[src/rtl/sdp_pkg.sv]
`default_nettype none
package sdp_pkg;
    localparam int unsigned WORD_W      = 20;
    localparam int unsigned MB_W        = 5;
    localparam int unsigned SB_PER_WORD = 20;
    localparam int unsigned MB_PER_WORD = 4;
    localparam int unsigned ID_W        = 3;
    localparam int unsigned SLOT_W      = 5;
    localparam int unsigned MOD_N       = 4;
    localparam logic [4:0]  SLOT_RST    = 5'h00;
    localparam logic [19:0] WORD_RST    = 20'h00000;
    localparam logic [2:0]  ID_RST      = 3'h0;
    localparam logic [3:0]  OFF_RST     = 4'hf;

    typedef enum logic [1:0] {
        SDP_SLOW_ONE_BIT,
        SDP_FAST_ONE_BIT,
        SDP_SLOW_MULTI_BIT,
        SDP_FAST_MULTI_BIT
    } sdp_mod_e;
endpackage
`default_nettype wire

[src/rtl/sdp_sync2.sv]
`default_nettype none
module sdp_sync2 #(
    parameter int unsigned W = 1
) (
    input  wire logic         i_clk,
    input  wire logic         i_srst,
    input  wire logic         i_ce,
    input  wire logic [W-1:0] i_async,
    output logic      [W-1:0] o_sync
);
    logic [W-1:0] meta_q;

    always_ff @(posedge i_clk) begin
        if (i_srst) begin
            meta_q <= '0;
            o_sync <= '0;
        end else if (i_ce) begin
            meta_q <= i_async;
            o_sync <= meta_q;
        end
    end
endmodule
`default_nettype wire

[src/rtl/sdp_packer.sv]
`default_nettype none
module sdp_packer (
    input  wire logic        i_clk,
    input  wire logic        i_srst,
    input  wire logic        i_ce,
    input  wire logic [1:0]  i_band_sel,
    input  wire logic [3:0]  i_mod_off,
    input  wire logic        i_conv_valid,
    input  wire logic [3:0]  i_one_bit,
    input  wire logic [19:0] i_multi_bit,
    input  wire logic        i_chip_number_pin_0,
    input  wire logic        i_chip_number_pin_1,
    input  wire logic        i_chip_number_pin_2,
    output logic      [3:0]  o_mod_enable,
    output logic      [2:0]  o_chip_number,
    output logic      [19:0] o_code,
    output logic             o_data_ready
);
    sdp_pkg::sdp_mod_e   active_q;
    logic [3:0]          off_q;
    logic [4:0]          slot_q;
    logic [4:0]          slot_d;
    logic [19:0]         shift_q;
    logic [19:0]         shift_d;
    logic [4:0]          last_slot;
    logic                multi;
    logic [4:0]          sample;
    logic                take;
    logic                word_done;
    logic [2:0]          chip_pins;
    logic                band_change;

    // Chip number pins are static but asynchronous to the clock
    sdp_sync2 #(.W(sdp_pkg::ID_W)) u_id_sync (
        .i_clk   (i_clk),
        .i_srst  (i_srst),
        .i_ce    (i_ce),
        .i_async ({i_chip_number_pin_2, i_chip_number_pin_1, i_chip_number_pin_0}),
        .o_sync  (chip_pins)
    );

    always_ff @(posedge i_clk) begin
        if (i_srst) begin
            o_chip_number <= sdp_pkg::ID_RST;
        end else if (i_ce) begin
            o_chip_number <= chip_pins;
        end
    end

    always_ff @(posedge i_clk) begin
        if (i_srst) begin
            active_q <= sdp_pkg::SDP_SLOW_ONE_BIT;
            off_q    <= sdp_pkg::OFF_RST;
        end else if (i_ce) begin
            active_q <= sdp_pkg::sdp_mod_e'(i_band_sel);
            off_q    <= i_mod_off;
        end
    end

    // One-hot enable: only the selected modulator, and only if not switched off
    for (genvar m = 0; m < sdp_pkg::MOD_N; m++) begin : g_mod_en
        assign o_mod_enable[m] = (active_q == sdp_pkg::sdp_mod_e'(m)) && !off_q[m];
    end

    assign band_change = active_q != sdp_pkg::sdp_mod_e'(i_band_sel);
    assign multi = (active_q == sdp_pkg::SDP_SLOW_MULTI_BIT) ||
                   (active_q == sdp_pkg::SDP_FAST_MULTI_BIT);
    assign last_slot = multi ? 5'(sdp_pkg::MB_PER_WORD - 1)
                             : 5'(sdp_pkg::SB_PER_WORD - 1);
    assign take = i_conv_valid && o_mod_enable[active_q] && !band_change;
    assign word_done = take && (slot_q == last_slot);

    always_comb begin
        sample = 5'h00;
        unique case (active_q)
            sdp_pkg::SDP_SLOW_ONE_BIT:   sample = {4'h0, i_one_bit[0]};
            sdp_pkg::SDP_FAST_ONE_BIT:   sample = {4'h0, i_one_bit[1]};
            sdp_pkg::SDP_SLOW_MULTI_BIT: sample = i_multi_bit[4:0];
            sdp_pkg::SDP_FAST_MULTI_BIT: sample = i_multi_bit[9:5];
        endcase
    end

    // Shift left so the oldest conversion ends up in the top bits
    always_comb begin
        shift_d = shift_q;
        slot_d  = slot_q;
        if (band_change) begin
            slot_d = sdp_pkg::SLOT_RST;
        end else if (take) begin
            if (multi) begin
                shift_d = {shift_q[14:0], sample};
            end else begin
                shift_d = {shift_q[18:0], sample[0]};
            end
            slot_d = word_done ? sdp_pkg::SLOT_RST : 5'(slot_q + 5'h01);
        end
    end

    always_ff @(posedge i_clk) begin
        if (i_srst) begin
            slot_q  <= sdp_pkg::SLOT_RST;
            shift_q <= sdp_pkg::WORD_RST;
        end else if (i_ce) begin
            slot_q  <= slot_d;
            shift_q <= shift_d;
        end
    end

    always_ff @(posedge i_clk) begin
        if (i_srst) begin
            o_code       <= sdp_pkg::WORD_RST;
            o_data_ready <= 1'b0;
        end else if (i_ce) begin
            o_data_ready <= word_done;
            if (word_done) begin
                o_code <= shift_d;
            end
        end
    end
endmodule
`default_nettype wire

[config.mk]
export PLATFORM = sky130hd
export DESIGN_NAME = sdp_packer
export DESIGN_NICKNAME = d
export VERILOG_FILES = /design/src/rtl/sdp_pkg.sv /design/src/rtl/sdp_sync2.sv /design/src/rtl/sdp_packer.sv
export SDC_FILE = /design/constraint.sdc
export NUM_CORES = 1
export LEC_CHECK = 0
export BUFFER_PORTS_ARGS = -buffer_cell sky130_fd_sc_hd__buf_2
export CORE_MARGIN = 2
export CORE_UTILIZATION = 53
export CTS_CLUSTER_SIZE = 16
export DETAILED_ROUTE_END_ITERATION = 6
export GPL_ROUTABILITY_DRIVEN = 0
export PLACE_DENSITY = 0.83
export SLEW_MARGIN = 5
export SYNTH_ARGS = -nofsm -noshare
export SYNTH_HDL_FRONTEND = slang
export SYNTH_SLANG_ARGS = --single-unit
export TNS_END_PERCENT = 10
[constraint.sdc]
create_clock -name i_clk -period 2.95 [get_ports i_clk]
set_input_delay 0.295 -clock i_clk [delete_from_list [all_inputs] [get_ports i_clk]]
set_output_delay 0.295 -clock i_clk [all_outputs]
set_load 0.01 [all_outputs]
==> results of run 1 <==
-- stage by stage --
stage	hold slack (ns)	setup slack, ns	cells	cell area (um^2)	total power [mW]
6_report	0.1808	0.5192	403	3241	1.651
5_1_grt	0.1986	0.3986	403	3241	1.711
4_1_cts	0.1698	0.5209	403	3241	1.659
3_5_place_dp	0.4583	0.5413	387	3052	0.9789
3_3_place_gp	0.4436	0.5617	387	3052	0.9742
2_1_floorplan	0.4240	0.7326	280	2758	0.9395
-- worst reg2reg max path, stage by stage, from the launching register on --
cell,delay (ns)
dfxtp_1,0.56
xnor2_1,0.10
or4b_1,0.51
or4_4,0.76
mux2_4,0.39
-- cell families after synthesis --
family / Yosys count
AO/OA/AOI/OAI: 36
AND/OR/NAND/NOR: 96
adder cells (fa/ha/maj): 1
XOR/XNOR: 5
flip-flops: 60
multiplexers: 57
buffers and inverters: 25
-- state kept, by name, indices dropped and copies added (netlist names) --
signal,flops
active_q,2
o_chip_number,3
u_id_sync.meta_q,3
o_code,20
shift_q,19
o_data_ready,1
u_id_sync.o_sync,3
off_q,4
slot_q,5
-- metal layers --
metal  track usage, %  vias up  wire length (um)
met5                0        -                 0
met4            8.909        0                67
met3            5.332        5               243
met2            31.52       52              2570
met1            26.15      990              2641
li1                 -     1065                 -
-- Yosys cell counts --
master	number
nor2_1	47
a21oi_1	6
or4b_1	1
mux4_2	2
or4_4	1
o211ai_1	1
o21ai_0	7
buf_1	2
dfxtp_1	60
mux2_4	18
nor3_1	1
or3_1	1
buf_6	3
nand3_1	2
nand3b_1	1
a211oi_1	18
xnor2_1	3
nor4_1	1
mux2_2	1
or4_1	3
nor2b_1	19
mux2i_1	36
xor2_1	2
nor3b_1	2
inv_1	4
clkbuf_1	15
buf_4	1
ha_1	1
nand2_1	17
o211a_1	1
o31ai_1	3
-- area by class of cell --
class	count	area [um^2]	area share, %
Clock inverter	3	20.02	0.6178
Sequential cell	60	1201	37.07
Clock buffer	13	168.9	5.212
Inverter	4	15.01	0.4633
Tap cell	70	87.58	2.703
Timing Repair Buffer	58	305.3	9.421
Multi-Input combinational cell	195	1443	44.52
-- worst paths after layout --
path	endpoint	cells past startpoint
min reg2reg	o_data_ready$_SDFFE_PP0P_	2
max	o_code[5]$_SDFFE_PP0P_	4
min	off_q[3]$_SDFFE_PP1P_	3
max reg2reg	o_code[5]$_SDFFE_PP0P_	4
-- power breakdown --
part           switching [mW]  internal [mW]  leakage (nW)
Clock                   0.318          0.372        0.0917
Combinational          0.0716         0.0535         0.827
Sequential             0.0115          0.824         0.486
==> impl_metrics.tcl, run 1 <==
set metrics [dict create \
    cp_top_family "simple AND/OR/NAND/NOR gates" \
    critPathMaxFanout 21 \
    synth_top_area_share_pct 43.56 \
    cts_setup_buffers 0 \
    grt_pass1_vias 2032 \
    worstSetupEndpointType "register" \
    finalHoldViolCount 0 \
    cp_cell_sequence "xnor2_1, or4b_1, or4_4, mux2_4" \
    crit_path_top_delay_cell "or4_4" \
    area_growth_pct 17.51 \
    path_class "reg -> reg" \
    cts_root_buffer "clkbuf_8" \
    setup_tns_ns 0 \
    setup_viol 0 \
    status "finished, final reports clean" \
    hold_path.class "in -> reg" \
    wl_mm 5.522 \
    synth_xor_area_share_pct 1.588 \
    cap_violations 0 \
    nFillCells 433 \
    cts_tree "built" \
    hpwl_mm 3.833 \
    cts_buffers 9 \
    fin_nets 366 \
    slew_headroom_pct 63.60 \
    r2r_slack_ns 0.52 \
    grt_pass1_wl_mm 9.404 \
    start_util_pct 54.34 \
    first_pass_iters 4 \
    synthTopCellsByArea "dfxtp_1, mux2i_1, mux2_4" \
    worst_pin_slew_ns 0.5459 \
    p_per_area_mw_per_mm2 509.4 \
    holdBufCountCts 0 \
    mostFrequentLayoutCell "dfxtp_1" \
    ys_types 31 \
    crit_buf_inv 0 \
    yosysTopAreaCell "dfxtp_1" \
    htreeDepth 3 \
    cts_buffer_depth 2 \
    fmax_ghz 0.4114 \
    fin_skew_ns 0.005347 \
    yosysSeqAreaShare_pct 43.56 \
    p_leak_nw 1.405 \
    antenna_cells 0 \
    grt_setup_unrepaired "no" \
    antenna_found_initial 0 \
    drc 0 \
    ant_nets 0 \
    timing.rr.start "active_q[1]$_SDFFE_PP0P_" \
    synth_top_family_by_area "multiplexers" \
    syn_area_mm2 0.002758 \
    utilization_pct 63.86 \
    ios 65 \
    cp-startpoint "active_q[1]$_SDFFE_PP0P_" \
    arrival_ns 2.65 \
    die_h_um 76.13 \
    grtUsageTotal_pct 20.10 \
    ys_seq_elements 60 \
    clock-sinks 60 \
    grt_start_max_net_pins 38 \
    port_buffers 52 \
    slew_viol_final 0 \
    clk_pin_slew_ns 0.07 \
    syn_inst 280 \
    period_minus_slack_ns 2.431 \
    post_synth.cell_area_avg_um2 9.849 \
    synth_compound_area_share_pct 8.711 \
    rows 26 \
    yosys.area_share.simple_pct 16.42 \
    hold_start "i_mod_off[3]" \
    ctsResizeCount 0 \
    cp.required_ns 3.17 \
    yosys-mux-area-fraction_pct 24.91 \
    yosys_warnings 0 \
    via_count 2112 \
    yosys.area_share.adder_pct 0.4537 \
    coreArea_mm2 0.005075 \
    peakVddDrop_mv 0.3458 \
    drt_iter0_markers 110 \
    layout-drive-gt1-share_pct 28.83 \
    viasPerCell 5.241 \
    layout_common_cells "dfxtp_1, buf_2, nor2_1" \
    fp.dieArea_mm2 0.005796 \
    synth_nets 318 \
    start_kind "register" \
    drt-wirelength-per-cell_um 13.70 \
    max_stage_delay_ns 0.76 \
    clk_latency_ns 0.33 \
    timing.final.crit_share_pct 82.40 \
    grt_overflow 0 \
    die_x_um 76.13 \
]
No activity file was read; power rests on OpenSTA's default activity.
==> run 2: changes to the inputs <==
==> constraint.sdc (replaced) <==
create_clock -name i_clk -period 2.35 [get_ports i_clk]
set_input_delay 0.235 -clock i_clk [delete_from_list [all_inputs] [get_ports i_clk]]
set_output_delay 0.235 -clock i_clk [all_outputs]
set_load 0.01 [all_outputs]
==> impl_metrics.tcl, run 2 (synthesized netlist as in run 1, its figures left out) <==
set metrics [dict create \
    whs_path_depth 3 \
    largest_reg_flops 20 \
    arrival_ns 2.47 \
    hpwl_mm 3.741 \
    clock-sinks 60 \
    fin_skew_ns 0.004284 \
    dp.cells 390 \
    setup_viol 0 \
    first_pass_iters 4 \
    r2r_slack_ns 0.1 \
    grt_setup_unrepaired "no" \
    slew_viol_final 0 \
    critPathMaxFanout 21 \
    drc 0 \
    viasPerCell 5.138 \
    layout-drive-gt1-share_pct 29.46 \
    die_x_um 76.13 \
    worst_pin_slew_ns 0.4434 \
    antenna_cells 0 \
    holdBufCountCts 0 \
    fp.dieArea_mm2 0.005796 \
    ios 65 \
    via_count 2086 \
    period_minus_slack_ns 2.251 \
    timing.final.crit_share_pct 95.80 \
    path_class "reg -> reg" \
    area_growth_pct 19.46 \
    start_kind "register" \
    grt_pass1_vias 2029 \
    cts_buffers 9 \
    fin_nets 369 \
    grt_overflow 0 \
    mostFrequentLayoutCell "dfxtp_1" \
    hold_path_end "off_q[3]$_SDFFE_PP1P_" \
    timing.rr.start "slot_q[0]$_SDFFE_PP0P_" \
    ff2ff_path_depth 5 \
    drt-wirelength-per-cell_um 13.30 \
    cts_tree "built" \
    hold_path.class "in -> reg" \
    coreArea_mm2 0.005075 \
    slew_headroom_pct 70.31 \
    p_total_mw 2.121 \
    cts_root_buffer "clkbuf_8" \
    drt_iter0_markers 93 \
    die_h_um 76.13 \
    cp.required_ns 2.57 \
    ant_nets 0 \
    htreeDepth 3 \
    nFillCells 436 \
    instances_no_fill 406 \
    top_register "o_code" \
    peakVddDrop_mv 0.5761 \
    fmax_ghz 0.4442 \
    largest_registers "o_code x20, shift_q x19, slot_q x5" \
    grt_pass1_wl_mm 9.377 \
    cts_buffer_depth 2 \
    port_buffers 52 \
    grtUsageTotal_pct 20.12 \
    start_util_pct 54.34 \
    worstSetupEndpointType "register" \
    rows 26 \
    p_per_area_mw_per_mm2 643.9 \
    clk_latency_ns 0.34 \
    wl_mm 5.399 \
    reg2reg_to "o_code[14]$_SDFFE_PP0P_" \
    setup_tns_ns 0 \
    layout_common_cells "dfxtp_1, buf_2, nor2_1" \
    grt_start_max_net_pins 38 \
    p_leak_nw 1.436 \
    clk_pin_slew_ns 0.07 \
    cap_violations 0 \
    antenna_found_initial 0 \
    hold_start "i_mod_off[3]" \
    finalHoldViolCount 0 \
    utilization_pct 64.92 \
    holdWs_ns 0.1097 \
    status "finished, final reports clean" \
]
-- run 2: what timing repair did --
item,4_1_cts,5_1_grt
setup buffers,0,0
endpoints found under the setup margin,20,18
pin swaps,1,0
hold endpoints to repair,0,0
gates resized for setup,0,1
-- run 2: worst max-delay path by stage --
stage / cells past startpoint / to / slack [ns] / start
after floorplan: 6 / o_code[16]$_SDFFE_PP0P_ / 0.13 / slot_q[0]$_SDFFE_PP0P_
after global placement: 5 / o_code[10]$_SDFFE_PP0P_ / -0.02 / slot_q[0]$_SDFFE_PP0P_
after detailed placement: 5 / o_code[5]$_SDFFE_PP0P_ / -0.03 / slot_q[0]$_SDFFE_PP0P_
after CTS: 5 / o_code[14]$_SDFFE_PP0P_ / 0.07 / slot_q[0]$_SDFFE_PP0P_
after global routing: 5 / o_code[14]$_SDFFE_PP0P_ / 0.01 / slot_q[0]$_SDFFE_PP0P_
final: 5 / o_code[14]$_SDFFE_PP0P_ / 0.1 / slot_q[0]$_SDFFE_PP0P_
-- run 2: area by class of cell --
| cell class | count | area (um^2) | area share [%] |
|---|---|---|---|
| Clock buffer | 12 | 145.1 | 4.406 |
| Clock inverter | 4 | 48.80 | 1.481 |
| Inverter | 4 | 15.01 | 0.4558 |
| Multi-Input combinational cell | 195 | 1443 | 43.79 |
| Sequential cell | 60 | 1202 | 36.50 |
| Tap cell | 70 | 87.58 | 2.659 |
| Timing Repair Buffer | 61 | 352.8 | 10.71 |
-- run 2: metal layers --
| layer | global-route usage (%) | vias up | share of wire [%] |
|---|---|---|---|
| li1 | - | 1067 | - |
| met1 | 28.09 | 965 | 49 |
| met2 | 28.93 | 48 | 45 |
| met3 | 5.213 | 6 | 4.6 |
| met4 | 9.818 | 0 | 1.6 |
| met5 | 0 | - | 0 |
-- run 2: power breakdown --
group / switching (mW) / internal (mW) / leakage [nW]
clock: 0.393 / 0.517 / 0.100
combinational: 0.0931 / 0.0718 / 0.849
sequential: 0.0113 / 1.03 / 0.486
total: 0.497 / 1.62 / 1.44
-- run 2: per-stage QoR --
stage / area (um^2) / setup WS (ns)
finish: 3294 / 0.09879
global route: 3294 / 0.01418
CTS: 3293 / 0.07092
detailed placement: 3099 / -0.03442
global placement: 3099 / -0.01600
floorplan: 2758 / 0.1326
-- run 2: critical path, stage by stage, from the launching register on --
cell	delay, ns
dfxtp_2	0.35
ha_1	0.17
inv_1	0.06
or4b_1	0.55
or4_4	0.64
mux2_4	0.36
